<file path="src/rtl/hsm_pkg.sv">
package hsm_pkg;

    localparam int SYS_CLK_HZ      = 200_000_000;
    localparam int TICK_DIV        = 256;
    localparam int TICK_HZ         = SYS_CLK_HZ / TICK_DIV;
    localparam int SLOT_US         = 1000;
    localparam int TIMEOUT_US      = 16;
    localparam int SLOT_TICKS      = (SLOT_US * (TICK_HZ / 1000)) / 1000;
    localparam int TIMEOUT_TICKS   = ((TIMEOUT_US * TICK_HZ) + 999_999) / 1_000_000;
    localparam int TIMEOUT_CYCLES  = TIMEOUT_TICKS * TICK_DIV;
    localparam int BIT_RATE_HZ     = 1_000_000;
    localparam int HALF_BIT_CYCLES = SYS_CLK_HZ / BIT_RATE_HZ / 2;
    localparam int CHAR_BITS       = 8;
    // Cycles spent in the ready wait before the synchronised ready level is trusted.
    localparam int RDY_SETTLE      = 3;

    localparam logic [7:0] CMD_STATUS = 8'h00;
    localparam logic [1:0] DIR_RX     = 2'b01;
    localparam logic [1:0] DIR_TX     = 2'b10;
    localparam logic [1:0] DIR_TXRX   = 2'b11;
    localparam logic [1:0] STAT_CAN_TX = 2'b01;
    localparam logic [1:0] STAT_CAN_RX = 2'b00;

    typedef enum logic [3:0] {
        HSM_IDLE      = 4'b0000,
        HSM_SELECT    = 4'b0001,
        HSM_WAIT_RDY  = 4'b0010,
        HSM_SHIFT     = 4'b0011,
        HSM_CHAR_END  = 4'b0100,
        HSM_DESELECT  = 4'b0101,
        HSM_SWITCH    = 4'b0110
    } hsm_state_t;

    typedef struct packed {
        logic [7:0] data;
    } hsm_word_t;

    typedef struct packed {
        hsm_state_t  st;
        logic [7:0]  div;
        logic        tick;
        logic [9:0]  slot_cnt;
        logic        slot_ev;
        logic [15:0] tmo_cnt;
        logic        data_slot;
        logic        target;
        logic [7:0]  cmd;
        logic [5:0]  remain;
        logic [5:0]  cap;
        logic [7:0]  sh_out;
        logic [7:0]  sh_in;
        logic [3:0]  bit_cnt;
        logic [7:0]  half_cnt;
        logic        byte_is_cmd;
        logic        sck;
        logic        sdo;
        logic        sel1_n;
        logic        sel2_n;
        logic        char_done;
        logic        rx_valid;
        logic [7:0]  rx_data;
        logic        timeout;
        logic [1:0]  rdy_sync;
        logic [1:0]  sdi_sync;
    } hsm_regs_t;

endpackage

</file>
<file path="src/rtl/hsm_fifo.sv">
`timescale 1ns/1ps
module hsm_fifo #(
    parameter int WIDTH = 8,
    parameter int DEPTH = 8
) (
    input  wire logic             core_clk,
    input  wire logic             rst_b,
    input  wire logic [WIDTH-1:0] in_data,
    input  wire logic             in_valid,
    output logic                  in_ready,
    output logic [WIDTH-1:0]      out_data,
    output logic                  out_valid,
    input  wire logic             out_ready
);
    localparam int AW = $clog2(DEPTH);
    logic [WIDTH-1:0] mem [DEPTH];
    logic [AW:0]      wp;
    logic [AW:0]      rp;
    logic             full;
    logic             empty;

    assign full      = (wp[AW] != rp[AW]) && (wp[AW-1:0] == rp[AW-1:0]);
    assign empty     = (wp == rp);
    assign in_ready  = !full;
    assign out_valid = !empty;
    assign out_data  = mem[rp[AW-1:0]];

    always_ff @(posedge core_clk or negedge rst_b) begin
        if (!rst_b) begin
            wp <= '0;
            rp <= '0;
        end else begin
            if (in_valid && !full) begin
                wp <= wp + 1'b1;
            end
            if (out_ready && !empty) begin
                rp <= rp + 1'b1;
            end
        end
    end

    always_ff @(posedge core_clk) begin
        if (in_valid && !full) begin
            mem[wp[AW-1:0]] <= in_data;
        end
    end
endmodule

</file>
<file path="src/rtl/hsm_master.sv">
`timescale 1ns/1ps
// Notes on behaviour
// - After reset both selects are high and slave ready is only an input.
// - The slot timer counts a tick made by dividing the clock by 256; the timeout timer counts clock cycles.
// - The slot timer expires every 1 ms; slots start only then.
// - Waiting for ready times out after 16 us; timeout means slave absent.
// - Characters are 8 bits, MSB first, one per transfer.
// - Clock and data phase uses type 1 on both sides.
// - Serial clock runs at 1 Mbps.
// - A completion pulse marks the end of each character.
// - On a slot tick select the target slave, then wait for ready.
// - Ready low continues; timeout first deselects and switches slave.
// - First slot sends status command, reads status; failure switches, success deselects.
// - After status, wait next tick, reselect same slave, wait ready again.
// - Data slot moves DATA_COUNT characters; timeout deselects.
// - After data slot or abort, toggle target slave, restart next tick.
// - Every operation starts with one command byte from the master.
// - Status command is all zeros, asking the slave's capacity.
// - Command 01 receives the count in the low six bits.
// - Command 10 transmits the count in the low six bits.
// - Command 11 transmits and receives the count in the low six bits.
// - Data transfer only if reported capacity covers the requested count.
// - Default data command is combined transmit and receive.
// - Ready low means prepared; no serial clock before seeing it.
// - After the command byte, wait for ready low again before data.
module hsm_master
    import hsm_pkg::*;
#(
    parameter logic [1:0] DATA_DIR   = DIR_TXRX,
    parameter logic [5:0] DATA_COUNT = 6'd8,
    parameter int         FIFO_DEPTH = 8,
    parameter int         SLOT_LEN   = SLOT_TICKS
) (
    input  wire logic                 core_clk,
    input  wire logic                 rst_b,
    input  wire logic                 slave_ready_port,
    input  wire logic                 serial_data_in,
    output logic                      serial_clock_out,
    output logic                      serial_data_out,
    output logic                      slave1_select_n,
    output logic                      slave2_select_n,
    output logic                      char_done_event,
    output logic                      timeout_tick_event,
    output logic                      slot_tick_event,
    output logic                      target_slave,
    output logic [5:0]                slave_capacity,
    input  wire hsm_pkg::hsm_word_t   tx_word,
    input  wire logic                 tx_valid,
    output logic                      tx_ready,
    output hsm_pkg::hsm_word_t        rx_word,
    output logic                      rx_valid,
    input  wire logic                 rx_ready
);
    import hsm_pkg::*;

    localparam logic [7:0]  TICK_LAST = 8'(TICK_DIV - 1);
    localparam logic [9:0]  SLOT_LAST = 10'(SLOT_LEN - 1);
    localparam logic [15:0] TMO_LAST  = 16'(TIMEOUT_CYCLES - 1);
    localparam logic [7:0]  HALF_LAST = 8'(HALF_BIT_CYCLES - 1);

    hsm_regs_t r;
    hsm_regs_t next_r;
    logic       rdy_low;
    logic       need_tx;
    logic       need_rx;
    logic [7:0] fifo_tx_data;
    logic       fifo_tx_valid;
    logic       fifo_rx_ready;
    logic       take_tx;

    assign rdy_low = !r.rdy_sync[1];
    assign need_tx = r.cmd[7];
    assign need_rx = (r.cmd[7:6] == DIR_RX) || (r.cmd[7:6] == DIR_TXRX);

    hsm_fifo #(.WIDTH(8), .DEPTH(FIFO_DEPTH)) u_tx_fifo (
        .core_clk  (core_clk),
        .rst_b     (rst_b),
        .in_data   (tx_word.data),
        .in_valid  (tx_valid),
        .in_ready  (tx_ready),
        .out_data  (fifo_tx_data),
        .out_valid (fifo_tx_valid),
        .out_ready (take_tx)
    );

    hsm_fifo #(.WIDTH(8), .DEPTH(FIFO_DEPTH)) u_rx_fifo (
        .core_clk  (core_clk),
        .rst_b     (rst_b),
        .in_data   (r.rx_data),
        .in_valid  (r.rx_valid),
        .in_ready  (fifo_rx_ready),
        .out_data  (rx_word.data),
        .out_valid (rx_valid),
        .out_ready (rx_ready)
    );

    // Load a fresh character: command byte, FIFO data, or a dummy 0xFF.
    function automatic logic [7:0] load_byte(input logic is_cmd, input logic [7:0] cmd,
                                             input logic txn, input logic [7:0] d);
        if (is_cmd) begin
            load_byte = cmd;
        end else if (txn) begin
            load_byte = d;
        end else begin
            load_byte = 8'hFF;
        end
    endfunction

    always_comb begin
        next_r           = r;
        take_tx          = 1'b0;
        next_r.rdy_sync  = {r.rdy_sync[0], slave_ready_port};
        next_r.sdi_sync  = {r.sdi_sync[0], serial_data_in};
        next_r.char_done = 1'b0;
        next_r.rx_valid  = 1'b0;
        next_r.timeout   = 1'b0;
        next_r.slot_ev   = 1'b0;
        next_r.tick      = 1'b0;
        next_r.div       = r.div + 8'd1;
        if (r.div == TICK_LAST) begin
            next_r.div  = 8'd0;
            next_r.tick = 1'b1;
        end
        if (r.tick) begin
            next_r.slot_cnt = r.slot_cnt + 10'd1;
            if (r.slot_cnt == SLOT_LAST) begin
                next_r.slot_cnt = 10'd0;
                next_r.slot_ev  = 1'b1;
            end
        end
        case (r.st)
            HSM_IDLE: begin
                if (r.slot_ev) begin
                    next_r.st = HSM_SELECT;
                end
            end
            HSM_SELECT: begin
                next_r.sel1_n      = r.target;
                next_r.sel2_n      = !r.target;
                next_r.cmd         = r.data_slot ? {DATA_DIR, DATA_COUNT} : CMD_STATUS;
                next_r.remain      = r.data_slot ? DATA_COUNT : 6'd0;
                next_r.byte_is_cmd = 1'b1;
                next_r.tmo_cnt     = 16'd0;
                next_r.st          = HSM_WAIT_RDY;
                if (r.data_slot && (r.cap < DATA_COUNT)) begin
                    next_r.sel1_n    = 1'b1;
                    next_r.sel2_n    = 1'b1;
                    next_r.data_slot = 1'b0;
                    next_r.st        = HSM_DESELECT;
                end
            end
            HSM_WAIT_RDY: begin
                next_r.tmo_cnt = r.tmo_cnt + 16'd1;
                // The synchroniser still shows the level from before the last character for a few cycles.
                if (rdy_low && (r.tmo_cnt >= 16'(RDY_SETTLE))) begin
                    next_r.sh_out   = load_byte(r.byte_is_cmd, r.cmd, need_tx && fifo_tx_valid, fifo_tx_data);
                    take_tx         = !r.byte_is_cmd && need_tx && fifo_tx_valid;
                    next_r.bit_cnt  = 4'd0;
                    next_r.half_cnt = 8'd0;
                    next_r.st       = HSM_SHIFT;
                end else if (r.tmo_cnt == TMO_LAST) begin
                    next_r.timeout   = 1'b1;
                    next_r.data_slot = 1'b0;
                    next_r.st        = HSM_DESELECT;
                end
            end
            HSM_SHIFT: begin
                next_r.half_cnt = r.half_cnt + 8'd1;
                if (r.half_cnt == HALF_LAST) begin
                    next_r.half_cnt = 8'd0;
                    next_r.sck      = !r.sck;
                    if (r.sck) begin
                        next_r.sdo = r.sh_out[7];
                    end else begin
                        next_r.sh_in   = {r.sh_in[6:0], r.sdi_sync[1]};
                        next_r.sh_out  = {r.sh_out[6:0], 1'b1};
                        next_r.bit_cnt = r.bit_cnt + 4'd1;
                        if (r.bit_cnt == 4'(CHAR_BITS - 1)) begin
                            next_r.st = HSM_CHAR_END;
                        end
                    end
                end
            end
            HSM_CHAR_END: begin
                next_r.char_done   = 1'b1;
                next_r.byte_is_cmd = 1'b0;
                next_r.tmo_cnt     = 16'd0;
                if (!r.data_slot) begin
                    if (!r.byte_is_cmd) begin
                        next_r.cap       = r.sh_in[5:0];
                        next_r.data_slot = 1'b1;
                        next_r.st        = HSM_DESELECT;
                    end else begin
                        next_r.st = HSM_WAIT_RDY;
                    end
                end else begin
                    if (!r.byte_is_cmd) begin
                        next_r.remain   = r.remain - 6'd1;
                        next_r.rx_valid = need_rx && fifo_rx_ready;
                        next_r.rx_data  = r.sh_in;
                    end
                    next_r.st = HSM_WAIT_RDY;
                    if (!r.byte_is_cmd && (r.remain == 6'd1)) begin
                        next_r.data_slot = 1'b0;
                        next_r.st        = HSM_DESELECT;
                    end
                    if (r.byte_is_cmd && (r.remain == 6'd0)) begin
                        next_r.data_slot = 1'b0;
                        next_r.st        = HSM_DESELECT;
                    end
                end
            end
            HSM_DESELECT: begin
                next_r.sel1_n = 1'b1;
                next_r.sel2_n = 1'b1;
                next_r.sck    = 1'b1;
                next_r.st     = r.data_slot ? HSM_IDLE : HSM_SWITCH;
            end
            HSM_SWITCH: begin
                next_r.target = !r.target;
                next_r.st     = HSM_IDLE;
            end
            default: begin
                next_r.st = HSM_IDLE;
            end
        endcase
    end

    always_ff @(posedge core_clk or negedge rst_b) begin
        if (!rst_b) begin
            r        <= '0;
            r.st     <= HSM_IDLE;
            r.sel1_n <= 1'b1;
            r.sel2_n <= 1'b1;
            r.sck    <= 1'b1;
            r.sdo    <= 1'b1;
            r.rdy_sync <= 2'b11;
        end else begin
            r <= next_r;
        end
    end

    assign serial_clock_out   = r.sck;
    assign serial_data_out    = r.sdo;
    assign slave1_select_n    = r.sel1_n;
    assign slave2_select_n    = r.sel2_n;
    assign char_done_event    = r.char_done;
    assign timeout_tick_event = r.timeout;
    assign slot_tick_event    = r.slot_ev;
    assign target_slave       = r.target;
    assign slave_capacity     = r.cap;

    never_both_sel_a: assert property (@(posedge core_clk) disable iff (!rst_b)
        (r.sel1_n || r.sel2_n)) else $error("both slaves selected");
    no_clk_unsel_a: assert property (@(posedge core_clk) disable iff (!rst_b)
        (r.sel1_n && r.sel2_n) |-> r.sck) else $error("clock active while deselected");
    slot_start_a: assert property (@(posedge core_clk) disable iff (!rst_b)
        (r.st == HSM_IDLE && next_r.st == HSM_SELECT) |-> r.slot_ev) else $error("slot began off tick");
    tick_period_a: assert property (@(posedge core_clk) disable iff (!rst_b)
        r.tick |=> !r.tick [*8]) else $error("tick too frequent");
    timeout_len_a: assert property (@(posedge core_clk) disable iff (!rst_b)
        r.timeout |-> $past(r.tmo_cnt) == TMO_LAST) else $error("timeout length wrong");
    timeout_desel_a: assert property (@(posedge core_clk) disable iff (!rst_b)
        r.timeout |=> ##1 (r.sel1_n && r.sel2_n)) else $error("no deselect after timeout");
    char_eight_a: assert property (@(posedge core_clk) disable iff (!rst_b)
        r.char_done |-> $past(r.bit_cnt, 2) == 4'd7) else $error("char not eight bits");
    switch_after_a: assert property (@(posedge core_clk) disable iff (!rst_b)
        (r.st == HSM_SWITCH) |=> (r.target != $past(r.target))) else $error("target not toggled");
    sck_half_a: assert property (@(posedge core_clk) disable iff (!rst_b)
        (r.st == HSM_SHIFT && $fell(r.sck)) |=> !r.sck [*8]) else $error("clock half period short");
    cap_guard_a: assert property (@(posedge core_clk) disable iff (!rst_b)
        (r.st == HSM_SELECT && r.data_slot && (r.cap < DATA_COUNT)) |=> (r.sel1_n && r.sel2_n))
        else $error("select despite low capacity");

    cov_timeout_c: cover property (@(posedge core_clk) disable iff (!rst_b) r.timeout);
    cov_status_c: cover property (@(posedge core_clk) disable iff (!rst_b)
        r.char_done && !r.data_slot);
    cov_data_c: cover property (@(posedge core_clk) disable iff (!rst_b) r.rx_valid);
    cov_switch_c: cover property (@(posedge core_clk) disable iff (!rst_b) r.st == HSM_SWITCH);
endmodule

</file>
<file path="config.mk">
export PLATFORM = sky130hd
export DESIGN_NAME = hsm_master
export DESIGN_NICKNAME = d
export VERILOG_FILES = /design/src/rtl/hsm_pkg.sv /design/src/rtl/hsm_fifo.sv /design/src/rtl/hsm_master.sv
export SDC_FILE = /design/constraint.sdc
export NUM_CORES = 1
export LEC_CHECK = 0
export ABC_AREA = 1
export BUFFER_PORTS_ARGS = -buffer_cell sky130_fd_sc_hd__buf_2
export CAP_MARGIN = 10
export CELL_PAD_IN_SITES_DETAIL_PLACEMENT = 1
export CELL_PAD_IN_SITES_GLOBAL_PLACEMENT = 1
export CORE_MARGIN = 5
export CORE_UTILIZATION = 44
export DETAILED_ROUTE_END_ITERATION = 10
export PLACE_DENSITY = 0.83
export SLEW_MARGIN = 20
export SYNTH_ARGS = -nofsm -noshare
export SYNTH_HDL_FRONTEND = slang
export SYNTH_SLANG_ARGS = --single-unit
</file>
<file path="constraint.sdc">
create_clock -name core_clk -period 2.1 [get_ports core_clk]
set_input_delay 0.315 -clock core_clk [delete_from_list [all_inputs] [get_ports core_clk]]
set_output_delay 0.315 -clock core_clk [all_outputs]
set_load 0.05 [all_outputs]
</file>
==> flow_summary_export.csv <==
group,metric,value,unit
setup_path,critPathLaunchType,"flop",
setup_path,reg2reg_depth,10,
synth,yosys_warnings,0,
synth,synth_area_leaders,"edfxtp_1 34%, dfrtp_1 25%, nand2_1 9.8%",
min_path,hold_path_end,"u_tx_fifo.mem[0][7]",
setup_path,max_stage_delay,0.44,ns
run_status,status,"finished, violations left",
die,ioPinCount,38,
final_layout,drive_gt1_share,16.6,%
timing,finClkSkew,0.0179,ns
synth,synth_most_common_cell,"nand2_1",
pwr,swShare,30.6,%
setup_path,crit_family,"buffers and inverters",
pwr,p_sw,0.00394,W
timing,fmax,451,MHz
synth,syn_area,0.0114,mm2
setup_path,critical_path_peak_fanout,14,
drt,wl_per_cell,18.4,um
global_routing,grt_max_degree,63,
drt,vias,8559,
global_routing,grt_pass1_wl,49.2,mm
setup_path,path_cells,"inv_2 -> buf_8 -> nor2_1 -> o32ai_2 -> nand2_1 -> nand2_1 -> buf_6",
setup_path,cpMostUsedCell,"nand2_1",
final_layout,finalInstanceArea,0.0133,mm2
synth,synth-edff-count,128,
timing,slew_headroom,69.6,%
die,chipHeight,171,um
global_routing,grt_pass1_vias,9417,
clock_tree,clkSinkCount,246,
synth,ys_seq_elements,246,
synth,synth-async-reset-ratio,48.0,%
synth,synthCells,1199,
clock_tree,insertion_delay,0.54,ns
setup_path,reg2reg_from,"u_rx_fifo.rp[0]",
synth,avgSynthCellArea,9.47,um2
flow_run,maxCapViolCount,0,
synth,synthDistinctLibCells,52,
setup_path,timing.critical_path.arrival,1.90,ns
min_path,min_path_cells,1,
clock_tree,cts_buffer_depth,3,
placement,io_buffers,37,
timing,tightest_slew,0.453,ns
clock_tree,root_buffer,"clkbuf_16",
setup_path,crit_buf_inv,3,
placement,place_ws,0.0331,ns
synth,synth_common_cells,"297 x nand2_1, 144 x inv_1, 136 x nor2_1, 128 x edfxtp_1, 112 x dfrtp_1",
timing,rsz0062_at_grt,"yes",
synth,synth_ff_type,"edfxtp_1",
drt,ant_nets,0,
drt,first_pass_iters,5,
die,start_util,44.9,%
clock_tree,numCtsBuffers,26,
clock_tree,cts_max_level,1,
setup_path,r2r-end,"u_rx_fifo.mem[0][5]",
die,die_area,0.0291,mm2
pwr,seqPwrFrac,42.5,%
drt,wirelength,30.0,mm
pwr,p_int,0.00895,W
setup_path,end_kind,"output pin",
timing,fin_crit,2.22,ns
setup_path,rrSetupSlack,0.05,ns
run_status,violations,"negative setup slack",
synth,yosysTopAreaCell,"edfxtp_1",
die,core_area,0.0253,mm2
clock_tree,clk_pin_slew,0.07,ns
final_layout,n_antenna_cell,0,
final_layout,nets,1305,
placement,dp_hpwl,20.2,mm
drt,drc,0,
pwr,power.share.combinational,23.3,%
timing,hold_viol_final,0,
synth,syn-num-nets,1226,
timing,setup_viol,8,
drt,post_drt_via_cell_ratio,5.26,
die,num_rows,58,
synth,synth_top_area_share,33.8,%
timing,finalWorstSetupSlack,-0.118,ns
min_path,hold_class,"in2reg",
setup_path,cp.depth,7,
timing,fin_crit_sh,106,%
global_routing,track_usage,20.9,%
pwr,vdd_drop_max,860,uV
drt,drt_iter0_drc,518,
global_routing,antenna_found_initial,1,
placement,gp_congestion,0.816,
setup_path,cp.required,1.78,ns
final_layout,area_growth,17.3,%
global_routing,grt_overflow_total,0,
synth,seq_area_frac_synth,59.9,%
setup_path,cp_slowest_cell,"dfrtp_2",
min_path,hp-start,"tx_word[7]",
pwr,power_density,967,mW/mm2
timing,slew_viol_final,0,
pwr,clkPwrFrac,34.2,%
clock_tree,cts_tree,"done",
setup_path,worst-setup-path-type,"reg2out",
pwr,p_leak,5.76,nW
die,die_w,171,um
timing,hold_slack,0.0824,ns
placement,placed_area,0.0121,mm2
==> repair_timing <==
| item | in CTS | in global routing |
|---|---|---|
| hold buffers | 3 | 0 |
| pin swaps | 2 | 6 |
| buffers inserted | 7 | 5 |
| hold endpoints to repair | 114 | 0 |
| gates resized for setup | 47 | 30 |
| setup endpoints to repair | 42 | 58 |
==> power groups by stage <==
stage | Sequential [W] | Combinational [W] | Clock, W
2_1_floorplan | 0.00551 | 0.00160 | 0
3_3_place_gp | 0.00554 | 0.00228 | 0
3_5_place_dp | 0.00556 | 0.00236 | 0
4_1_cts | 0.00548 | 0.00289 | 0.00448
5_1_grt | 0.00550 | 0.00323 | 0.00473
6_report | 0.00548 | 0.00301 | 0.00440
==> cell families (layout without fill, tap and decap cells) <==
family          count (synthesis)  count (layout)  synth area share (%)
compound gates                130             130                  7.05
mux                             1               1                0.0991
xor+xnor                       28              28                  2.16
flops                         246             246                  59.9
buf+inv                       198             297                  7.31
simple gates                  583             583                  22.1
fa+ha+maj                      13              13                  1.43
==> state kept, by name, indices dropped and copies added, names as in the netlist <==
register,cells
char_done_event,1
slave_capacity,6
next_r,2
timeout_tick_event,1
serial_data_out,1
u_tx_fifo.mem,64
slot_tick_event,1
u_rx_fifo.mem,64
u_rx_fifo.rp,4
slave2_select_n,1
slave1_select_n,1
u_tx_fifo.wp,4
r,86
serial_clock_out,1
u_rx_fifo.wp,4
u_tx_fifo.rp,4
target_slave,1
==> worst max-delay path by stage <==
stage	start	endpoint	slack [ns]
after floorplan	u_tx_fifo.rp[1]	u_tx_fifo.mem[1][0]	0.007
final	u_rx_fifo.rp[0]	rx_word[4]	-0.12
after global routing	u_rx_fifo.rp[0]	rx_word[1]	-0.20
after CTS	u_rx_fifo.rp[0]	rx_word[6]	-0.1
after global placement	u_tx_fifo.rp[2]	u_tx_fifo.mem[2][5]	0.22
after detailed placement	u_tx_fifo.wp[1]	u_tx_fifo.mem[4][1]	0.03
==> final cells by class <==
cell class	instances	area (um2)
fillers	2860	12000
multi-input cells	755	3930
clock inverters	8	48.8
clock buffers	40	764
flip-flops and latches	246	6810
inverters	161	616
well taps	330	413
repair buffers	88	749
==> layer usage <==
layer / part of all wire [%] / track usage [%]
met2: 52 / 37.3
met1: 43 / 26.6
met5: 0.043 / 0
met4: 2.0 / 5.59
met3: 3.4 / 3.19
==> through the flow <==
step / cells / util [%] / setup TNS [ns] / power [W]
detailed placement: 1566 / 47.7 / 0 / 0.00792
global placement: 1566 / 47.7 / 0 / 0.00782
CTS: 1624 / 52.0 / -0.674 / 0.0129
finish: 1628 / 52.6 / -0.685 / 0.0129
floorplan: 1199 / - / 0 / 0.00711
global route: 1628 / 52.6 / -2.90 / 0.0135
==> layout by cell type (no fill, tap or decap), types with 4 or more instances in the layout <==
cell type  synthesis  routed
a21oi_1           18      18
buf_12             1       5
buf_2              9      27
buf_4              8      34
buf_6              3      15
buf_8              0       4
clkbuf_1          12       9
clkbuf_16          0      27
clkbuf_8           0       4
dfrtp_1          112     110
dfstp_2            6       6
edfxtp_1         128     128
ha_1              13      13
inv_1            144     142
inv_2             13      14
nand2_1          297     292
nand2_2            5       8
nand2_4            3       5
nand3_1           80      78
nand4_1           17      17
nor2_1           136     123
nor2_2             5      13
nor2_4             1       6
nor3_1            22      21
o211ai_1           4       4
o21ai_0           56      56
o21ai_1           12      12
o21ai_2           10      10
o22ai_1            6       6
o32ai_1           17       8
o32ai_2            0       9
xnor2_1            7       6
xor2_1            21      21
Power figures use the tool's default switching activity.
